`src/core/dps_pkg.sv`:
```
// Constants and decode helpers for the dual potentiometer serial block.
// Assumes one 100 MHz clock shared by both ends of the link.
package dps_pkg;

  // ************************************************************
  // Serial instruction format
  // ************************************************************
  localparam logic [2:0] OP_NOP = 3'h0;
  localparam logic [2:0] OP_ACR_RD = 3'h1;
  localparam logic [2:0] OP_ACR_WR = 3'h3;
  localparam logic [2:0] OP_REG_RD = 3'h4;
  localparam logic [2:0] OP_REG_WR = 3'h6;
  localparam logic [2:0] RD_TAG = 3'h7;
  localparam int OP_MSB = 15;
  localparam int OP_LSB = 13;
  localparam int ADDR_MSB = 12;
  localparam int ADDR_LSB = 8;

  // ************************************************************
  // Device register map
  // ************************************************************
  localparam logic [4:0] ADDR_WIPER0 = 5'h00;
  localparam logic [4:0] ADDR_WIPER1 = 5'h01;
  localparam logic [4:0] ADDR_ACR = 5'h10;
  localparam logic [7:0] WIPER_RST = 8'h40;
  localparam logic [7:0] ACR_RST = 8'h40;
  localparam logic [7:0] ACR_MASK = 8'h42;
  localparam int ACR_SHUTDOWN_N_BIT_N_BIT = 6;
  localparam int ACR_SDO_OD_BIT = 1;
  localparam logic [3:0] LAST_BIT = 4'hf;

  // ************************************************************
  // Host timing and its register map
  // ************************************************************
  localparam int CLK_NS = 10;
  localparam int SCK_HALF_NS = 100;
  localparam int CS_GAP_NS = 2000;
  localparam logic [7:0] SCK_HALF_CYC = 8'((SCK_HALF_NS + CLK_NS - 1) / CLK_NS);
  localparam logic [7:0] CS_GAP_CYC = 8'((CS_GAP_NS + CLK_NS - 1) / CLK_NS);
  localparam logic [7:0] HOST_TX_OFS = 8'h00;
  localparam logic [7:0] HOST_CTRL_OFS = 8'h04;
  localparam logic [7:0] HOST_STAT_OFS = 8'h08;
  localparam logic [7:0] HOST_RX_OFS = 8'h0c;
  localparam int CTRL_GO_BIT = 8;

  typedef enum logic [2:0] {H_IDLE, H_SETUP, H_HIGH, H_LAG, H_GAP} dps_host_e;

  // Opcode 001/011 always target the control register
  function automatic logic [4:0] dps_target(input logic [2:0] op, input logic [4:0] addr);
    dps_target = (op == OP_ACR_RD || op == OP_ACR_WR) ? ADDR_ACR : addr;
  endfunction

endpackage

```
`src/core/dps_spi_if.sv`:
```
// Serial link between the host controller and the potentiometer device.
// Assumes an external pull-up on the device output line.
`timescale 1ns/1ns
interface dps_spi_if;
  logic sck;
  logic cs_n;
  logic sdi;
  logic sdo_o;
  logic sdo_oe;
  logic sdo;

  // Released line floats high through the pull-up
  assign sdo = sdo_oe ? sdo_o : 1'b1;

  modport dev (
    input sck,
    input cs_n,
    input sdi,
    output sdo_o,
    output sdo_oe
  );

  modport host (
    output sck,
    output cs_n,
    output sdi,
    input sdo
  );
endinterface

```
`src/core/dps_device.sv`:
```
// Potentiometer device end: serial slave plus wiper and control registers.
// Assumes link pins are synchronous to pclk and slow against it.
//
// Register access over the serial link was chosen for this implementation.
`timescale 1ns/1ns
module dps_device
  import dps_pkg::*;
(
  // Clock and reset
  input wire logic pclk,
  input wire logic presetn,
  // Serial link
  dps_spi_if.dev link,
  // Potentiometer controls
  output logic [7:0] wiper_position_0,
  output logic [7:0] wiper_position_1,
  output logic shutdown_n_bit,
  output logic sdo_open_drain,
  output logic active_mode
);

  // ************************************************************
  // State
  // ************************************************************
  logic sck_q;
  logic cs_n_q;
  logic selected_q;
  logic [15:0] sr_q;
  logic [3:0] cnt_q;
  logic full_q;
  logic first_q;
  logic [7:0] wiper0_q;
  logic [7:0] wiper1_q;
  logic [7:0] acr_q;
  logic sdo_q;
  logic sdo_oe_q;

  logic cs_fall;
  logic cs_rise;
  logic sck_rise;
  logic sck_fall;
  logic [15:0] word_in;
  logic [2:0] in_op;
  logic [4:0] in_tgt;
  logic [2:0] sr_op;
  logic [4:0] sr_tgt;
  logic [7:0] sr_data;
  logic word_ok;
  logic od;
  logic wr_ok;

  function automatic logic mapped(input logic [4:0] a);
    mapped = (a == ADDR_WIPER0) || (a == ADDR_WIPER1) || (a == ADDR_ACR);
  endfunction

  function automatic logic [7:0] reg_value(input logic [4:0] a, input logic [7:0] w0,
                                           input logic [7:0] w1, input logic [7:0] access_control);
    unique case (a)
      ADDR_WIPER0: reg_value = w0;
      ADDR_WIPER1: reg_value = w1;
      ADDR_ACR: reg_value = access_control;
      default: reg_value = 8'h00;
    endcase
  endfunction

  // ************************************************************
  // Edge detection on the link pins
  // ************************************************************
  // Pins are already in the pclk domain, so one stage finds the edges
  always_ff @(posedge pclk or negedge presetn) begin
    if (!presetn) begin
      sck_q <= 1'b0;
      cs_n_q <= 1'b0;
    end else begin
      sck_q <= link.sck;
      cs_n_q <= link.cs_n;
    end
  end

  // Reset value of low means select held low at start gives no fall
  assign cs_fall = cs_n_q & ~link.cs_n;
  assign cs_rise = ~cs_n_q & link.cs_n & selected_q;
  assign sck_rise = selected_q & ~link.cs_n & link.sck & ~sck_q;
  assign sck_fall = selected_q & ~link.cs_n & ~link.sck & sck_q;

  // Select held low through reset is ignored until it rises
  always_ff @(posedge pclk or negedge presetn) begin
    if (!presetn) begin
      selected_q <= 1'b0;
    end else if (cs_fall) begin
      selected_q <= 1'b1;
    end else if (link.cs_n) begin
      selected_q <= 1'b0;
    end
  end

  // ************************************************************
  // Shift register and framing
  // ************************************************************
  // Limitation: chained reads within a frame are not supported
  assign word_in = {sr_q[14:0], link.sdi};
  assign in_op = word_in[OP_MSB:OP_LSB];
  assign in_tgt = dps_target(in_op, word_in[ADDR_MSB:ADDR_LSB]);
  assign sr_op = sr_q[OP_MSB:OP_LSB];
  assign sr_tgt = dps_target(sr_op, sr_q[ADDR_MSB:ADDR_LSB]);
  assign sr_data = sr_q[7:0];
  assign word_ok = full_q && (cnt_q == 4'h0);

  always_ff @(posedge pclk or negedge presetn) begin
    if (!presetn) begin
      cnt_q <= 4'h0;
      full_q <= 1'b0;
      first_q <= 1'b0;
    end else if (cs_fall) begin
      cnt_q <= 4'h0;
      full_q <= 1'b0;
      first_q <= 1'b1;
    end else if (sck_rise) begin
      cnt_q <= cnt_q + 4'h1;
      if (cnt_q == LAST_BIT) begin
        full_q <= 1'b1;
        first_q <= 1'b0;
      end
    end
  end

  // First word of a frame that is a read is swapped for its reply
  always_ff @(posedge pclk or negedge presetn) begin
    if (!presetn) begin
      sr_q <= 16'h0000;
    end else if (sck_rise) begin
      if (first_q && cnt_q == LAST_BIT && (in_op == OP_ACR_RD || in_op == OP_REG_RD)) begin
        sr_q <= {RD_TAG, in_tgt,
                 reg_value(in_tgt, wiper0_q, wiper1_q, acr_q)};
      end else begin
        sr_q <= word_in;
      end
    end
  end

  // ************************************************************
  // Register writes, taken only at select rise
  // ************************************************************
  // Decoding at select rise keeps a cut or padded frame harmless
  assign wr_ok = cs_rise && word_ok && mapped(sr_tgt);

  always_ff @(posedge pclk or negedge presetn) begin
    if (!presetn) begin
      wiper0_q <= WIPER_RST;
      wiper1_q <= WIPER_RST;
    end else if (wr_ok && sr_op == OP_REG_WR) begin
      // Shutdown never touches these, so positions survive it
      if (sr_tgt == ADDR_WIPER0) begin
        wiper0_q <= sr_data;
      end else if (sr_tgt == ADDR_WIPER1) begin
        wiper1_q <= sr_data;
      end
    end
  end

  always_ff @(posedge pclk or negedge presetn) begin
    if (!presetn) begin
      acr_q <= ACR_RST;
    end else if (wr_ok && (sr_op == OP_ACR_WR || sr_op == OP_REG_WR)
                 && sr_tgt == ADDR_ACR) begin
      acr_q <= sr_data & ACR_MASK;
    end
  end

  // Other opcodes and unmapped targets fall through with no effect

  // ************************************************************
  // Serial output driver
  // ************************************************************
  // Open drain drives only zeros; the pull-up supplies the ones
  assign od = acr_q[ACR_SDO_OD_BIT];

  always_ff @(posedge pclk or negedge presetn) begin
    if (!presetn) begin
      sdo_q <= 1'b1;
      sdo_oe_q <= 1'b0;
    end else if (cs_fall || sck_fall) begin
      // New bit launched at select fall and on each falling clock edge
      sdo_q <= sr_q[15];
      sdo_oe_q <= od ? ~sr_q[15] : 1'b1;
    end else if (link.cs_n) begin
      sdo_q <= 1'b1;
      sdo_oe_q <= 1'b0;
    end
  end

  assign link.sdo_o = sdo_q;
  assign link.sdo_oe = sdo_oe_q;

  // ************************************************************
  // User side outputs
  // ************************************************************
  // Registered, so it trails the select state by one cycle
  always_ff @(posedge pclk or negedge presetn) begin
    if (!presetn) begin
      active_mode <= 1'b0;
    end else begin
      active_mode <= selected_q;
    end
  end

  assign wiper_position_0 = wiper0_q;
  assign wiper_position_1 = wiper1_q;
  assign shutdown_n_bit = acr_q[ACR_SHUTDOWN_N_BIT_N_BIT];
  assign sdo_open_drain = acr_q[ACR_SDO_OD_BIT];

endmodule

```
`src/flat_wrapper.sv`:
```
// flat-port wrapper written by rule: the top's interface ports become plain ports
module dps_device_flat import dps_pkg::*;
  (pclk, presetn, wiper_position_0, wiper_position_1, shutdown_n_bit, sdo_open_drain, active_mode, link_sck, link_cs_n, link_sdi, link_sdo_o, link_sdo_oe);
  dps_spi_if link_i ();
  input wire logic pclk;
  input wire logic presetn;
  output logic [7:0] wiper_position_0;
  output logic [7:0] wiper_position_1;
  output logic shutdown_n_bit;
  output logic sdo_open_drain;
  output logic active_mode;
  input wire logic [$bits(link_i.sck)-1:0] link_sck;
  input wire logic [$bits(link_i.cs_n)-1:0] link_cs_n;
  input wire logic [$bits(link_i.sdi)-1:0] link_sdi;
  output wire logic [$bits(link_i.sdo_o)-1:0] link_sdo_o;
  output wire logic [$bits(link_i.sdo_oe)-1:0] link_sdo_oe;
  assign link_i.sck = link_sck;
  assign link_i.cs_n = link_cs_n;
  assign link_i.sdi = link_sdi;
  assign link_sdo_o = link_i.sdo_o;
  assign link_sdo_oe = link_i.sdo_oe;
  dps_device u_core (.pclk(pclk), .presetn(presetn), .link(link_i), .wiper_position_0(wiper_position_0), .wiper_position_1(wiper_position_1), .shutdown_n_bit(shutdown_n_bit), .sdo_open_drain(sdo_open_drain), .active_mode(active_mode));
endmodule
```
`config.mk`:
```
export PLATFORM = sky130hd
export DESIGN_NAME = dps_device_flat
export DESIGN_NICKNAME = d
export VERILOG_FILES = /design/src/core/dps_pkg.sv /design/src/core/dps_spi_if.sv /design/src/core/dps_device.sv /design/src/flat_wrapper.sv
export SDC_FILE = /design/constraint.sdc
export NUM_CORES = 1
export LEC_CHECK = 0
export BUFFER_PORTS_ARGS = -buffer_cell sky130_fd_sc_hd__buf_2
export CAP_MARGIN = 25
export CORE_UTILIZATION = 35
export DETAILED_ROUTE_END_ITERATION = 12
export PLACE_DENSITY_LB_ADDON = 0.25
export SYNTH_ARGS = -nofsm -noshare
export SYNTH_HDL_FRONTEND = slang
export SYNTH_SLANG_ARGS = --single-unit
```
`constraint.sdc`:
```
create_clock -name pclk -period 1.7 [get_ports pclk]
set_input_delay 0.17 -clock pclk [delete_from_list [all_inputs] [get_ports pclk]]
set_output_delay 0.17 -clock pclk [all_outputs]
set_load 0.01 [all_outputs]
```
==> impl_metrics.toml <==
[outcome]
status = "finished, final reports clean"

[worst_setup_path]
max_stage_delay_ns = 0.40
setup.worst_path.end_class = "flop"
crit_chain = "inv_2 > ha_1 > nand4b_1 > nor4_4 > nand2_1 > buf_6 > mux2_2"
path_class = "reg -> reg"
critPathLaunch = "u_core.cnt_q[0]"
cp-endpoint = "u_core.wiper_position_0[3]"
reg2reg_depth = 7
timing.rr.start = "u_core.cnt_q[0]"
reg2reg_to = "u_core.wiper_position_0[3]"
crit_fanout = 8
worstPathRequired_ns = 1.89
cp-start-kind = "flop"
r2r_slack_ns = 0.05
slowest_stage = "dfrtp_1"
cp.arrival_ns = 1.84

[synthesis]
ys.flop_type = "dfrtp_1"
yosysTopAreaCell = "dfrtp_1"
syn_nets = 179
synth-seq-cells = 46
netlist_area_sq_um = 2090
ys_seq_area_frac = 0.553
synth_edf_count = 0
synthArstFlopShare = 1.00
synthTopCellsByCount = "dfrtp_1 (42), mux2_2 (16), a21oi_1 (10), nand2_1 (10)"
yosysUniqueCellTypes = 41
yosysWarnings = 0
yosys-top-cells-area = "dfrtp_1 (50%), mux2_2 (8.6%), dfstp_2 (5.0%), mux2i_1 (3.8%), a21oi_1 (2.4%)"
syn_area_per_cell_sq_um = 12.2
synth_top_area_share = 0.503
synthCells = 172
synth.most_common_cell = "dfrtp_1"

[clock_tree]
numCtsBuffers = 5
clock_latency_ns = 0.30
h-tree-depth = 2
root_buffer = "clkbuf_8"
cts.clk_slew.worst_paths_ns = 0.09
cts_buffer_depth = 2
clock_sinks = 46
cts_tree = "done"

[finish]
fin_nets = 231
layout-drive-gt1-share = 0.400
n_antenna_cell = 0
area_growth_pct = 25.1
stdcell_area_sq_um = 2620

[power]
power_leakage_nw = 1.24
netSwitchingFraction = 0.296
combPwrFrac = 0.193
ir_worst_vdd_mv = 0.595
p_seq_frac = 0.525
switchingPower_mw = 0.739
p_int_mw = 1.76
clockPowerShare = 0.282
powerDensity_nw_per_um2 = 956

[timing]
period_minus_slack_ns = 1.65
finalSetupViolCount = 0
period_share = 0.969
finalSetupTns_ns = 0
final.setup_skew_ns = 0.0105
slew_headroom = 0.673
max_freq_ghz = 0.607
hold_viol = 0
worstMarginPinSlew_ns = 0.489
slew_violations = 0

[drt]
drc = 0
wl_mm = 4.59
routed_via_density = 5.13
drt-initial-drc-count = 83
dr.pass1.iters = 5
wire_per_inst_um = 15.5
final_antenna_net_count = 0
vias = 1523

[grt]
grt_pass1_wl_mm = 7.59
track_usage = 0.161
grt-ovfl-total = 0
antenna_found_initial = 0
grt_pass1_vias = 1502
grt_max_degree = 20

[place]
placed_area_sq_um = 2450
io_buffers = 25
hpwlAfterDp_mm = 3.20
place_congestion = 0.782

[flow_run]
drv_cap = 0

[floorplan]
initial_core_util = 0.371
core_area_sq_um = 5640
rows = 27
die_area_sq_um = 6290
die_y_um = 79.3
io-pin-count = 26
die_w_um = 79.3

[min_path]
hold_class = "in -> reg"
-- flip-flops by register name (all words and copies together) (netlist names) --
name	cells
u_core.link.sdo_oe	1
u_core.active_mode	1
u_core.cnt_q	4
u_core.acr_q	2
u_core.full_q	1
u_core.wiper_position_0	8
u_core.wiper_position_1	8
u_core.sr_q	16
u_core.sck_q	1
u_core.selected_q	1
u_core.first_q	1
u_core.cs_n_q	1
u_core.link.sdo_o	1
-- power groups by stage --
| stage | Sequential, mW | Combinational [mW] | Clock, mW |
|---|---|---|---|
| global placement | 1.33 | 0.457 | 0 |
| detailed placement | 1.33 | 0.457 | 0 |
| finish | 1.31 | 0.482 | 0.704 |
| CTS | 1.31 | 0.469 | 0.728 |
| global route | 1.33 | 0.533 | 0.763 |
| floorplan | 1.31 | 0.279 | 0 |
-- metal layers --
| layer | global-route usage | up-vias | wire [um] |
|---|---|---|---|
| li1 | - | 741 | - |
| met3 | 0.0391 | 8 | 169 |
| met1 | 0.211 | 745 | 2110 |
| met5 | 0 | - | 0 |
| met2 | 0.255 | 29 | 2220 |
| met4 | 0.0636 | 0 | 95 |
-- how the worst min path moves through the flow --
stage                     cells after the start            endpoint  slack, ns      from
after floorplan                               0     u_core.acr_q[1]      -0.13   presetn
after global placement                        1  u_core.active_mode       0.14   presetn
after detailed placement                      1  u_core.active_mode       0.14   presetn
after CTS                                     3      u_core.sr_q[0]       0.11  link_sdi
after global routing                          3      u_core.sr_q[0]       0.12  link_sdi
final                                         3      u_core.sr_q[0]       0.12  link_sdi
-- through the flow --
| stage | cells | utilization | hold slack, ns | worst slack [ns] | power, mW |
|---|---|---|---|---|---|
| 2_1_floorplan | 172 | - | -0.126 | 0.00299 | 1.59 |
| 3_3_place_gp | 285 | 0.434 | 0.141 | -0.0953 | 1.79 |
| 3_5_place_dp | 285 | 0.434 | 0.141 | -0.151 | 1.79 |
| 4_1_cts | 296 | 0.458 | 0.112 | 0.0120 | 2.51 |
| 5_1_grt | 297 | 0.464 | 0.117 | -0.0157 | 2.63 |
| 6_report | 297 | 0.464 | 0.116 | 0.0525 | 2.50 |
-- timing repair --
action / in CTS / in global routing
setup endpoints to repair: 22 / 27
resized for setup: 3 / 8
hold buffers: 2 / 0
pin swaps: 2 / 1
endpoints found under the hold margin: 15 / 0
buffers inserted: 1 / 1
gates cloned: 0 / 0
-- layout make-up --
| cell class | count | area (sq um) |
|---|---|---|
| Clock inverter | 2 | 12.5 |
| Inverter | 4 | 15.0 |
| Timing Repair Buffer | 51 | 333 |
| Multi-Input combinational cell | 116 | 925 |
| Sequential cell | 46 | 1160 |
| Fill cell | 512 | 3030 |
| Tap cell | 72 | 90.1 |
| Clock buffer | 6 | 82.6 |
-- cell families (layout without fill, tap and decap cells) --
group / Yosys count / in the layout / share of synthesized area
AOI/OAI and AO/OA: 39 / 39 / 0.127
xor gates and xnor gates: 3 / 3 / 0.0126
adders and majority gates: 2 / 2 / 0.0120
buffers and inverters: 10 / 63 / 0.0185
DFF: 46 / 46 / 0.553
muxes: 26 / 26 / 0.139
and+or+nand+nor: 46 / 46 / 0.138
-- worst max-delay path, delay by kind of cell (launching register included) --
kind / cells / cell delay [ns]
and+or+nand+nor: 3 / 0.51
buffers and inverters: 2 / 0.22
muxes: 1 / 0.27
adders and majority gates: 1 / 0.14
DFF: 1 / 0.40
-- cell usage in the layout, fill, tap and decap left out, drive strengths merged, types with 3 or more instances in the layout --
cell / instances
xor2: 3
o21ai: 6
dfstp: 4
a21oi: 10
dfrtp: 42
o22a: 3
a22o: 4
nor2: 8
nor2b: 5
mux2: 18
nand2: 10
a22oi: 6
buf: 49
nor4: 4
mux2i: 8
inv: 4
clkbuf: 6
Note: power is estimated with default switching activity, not from simulation.
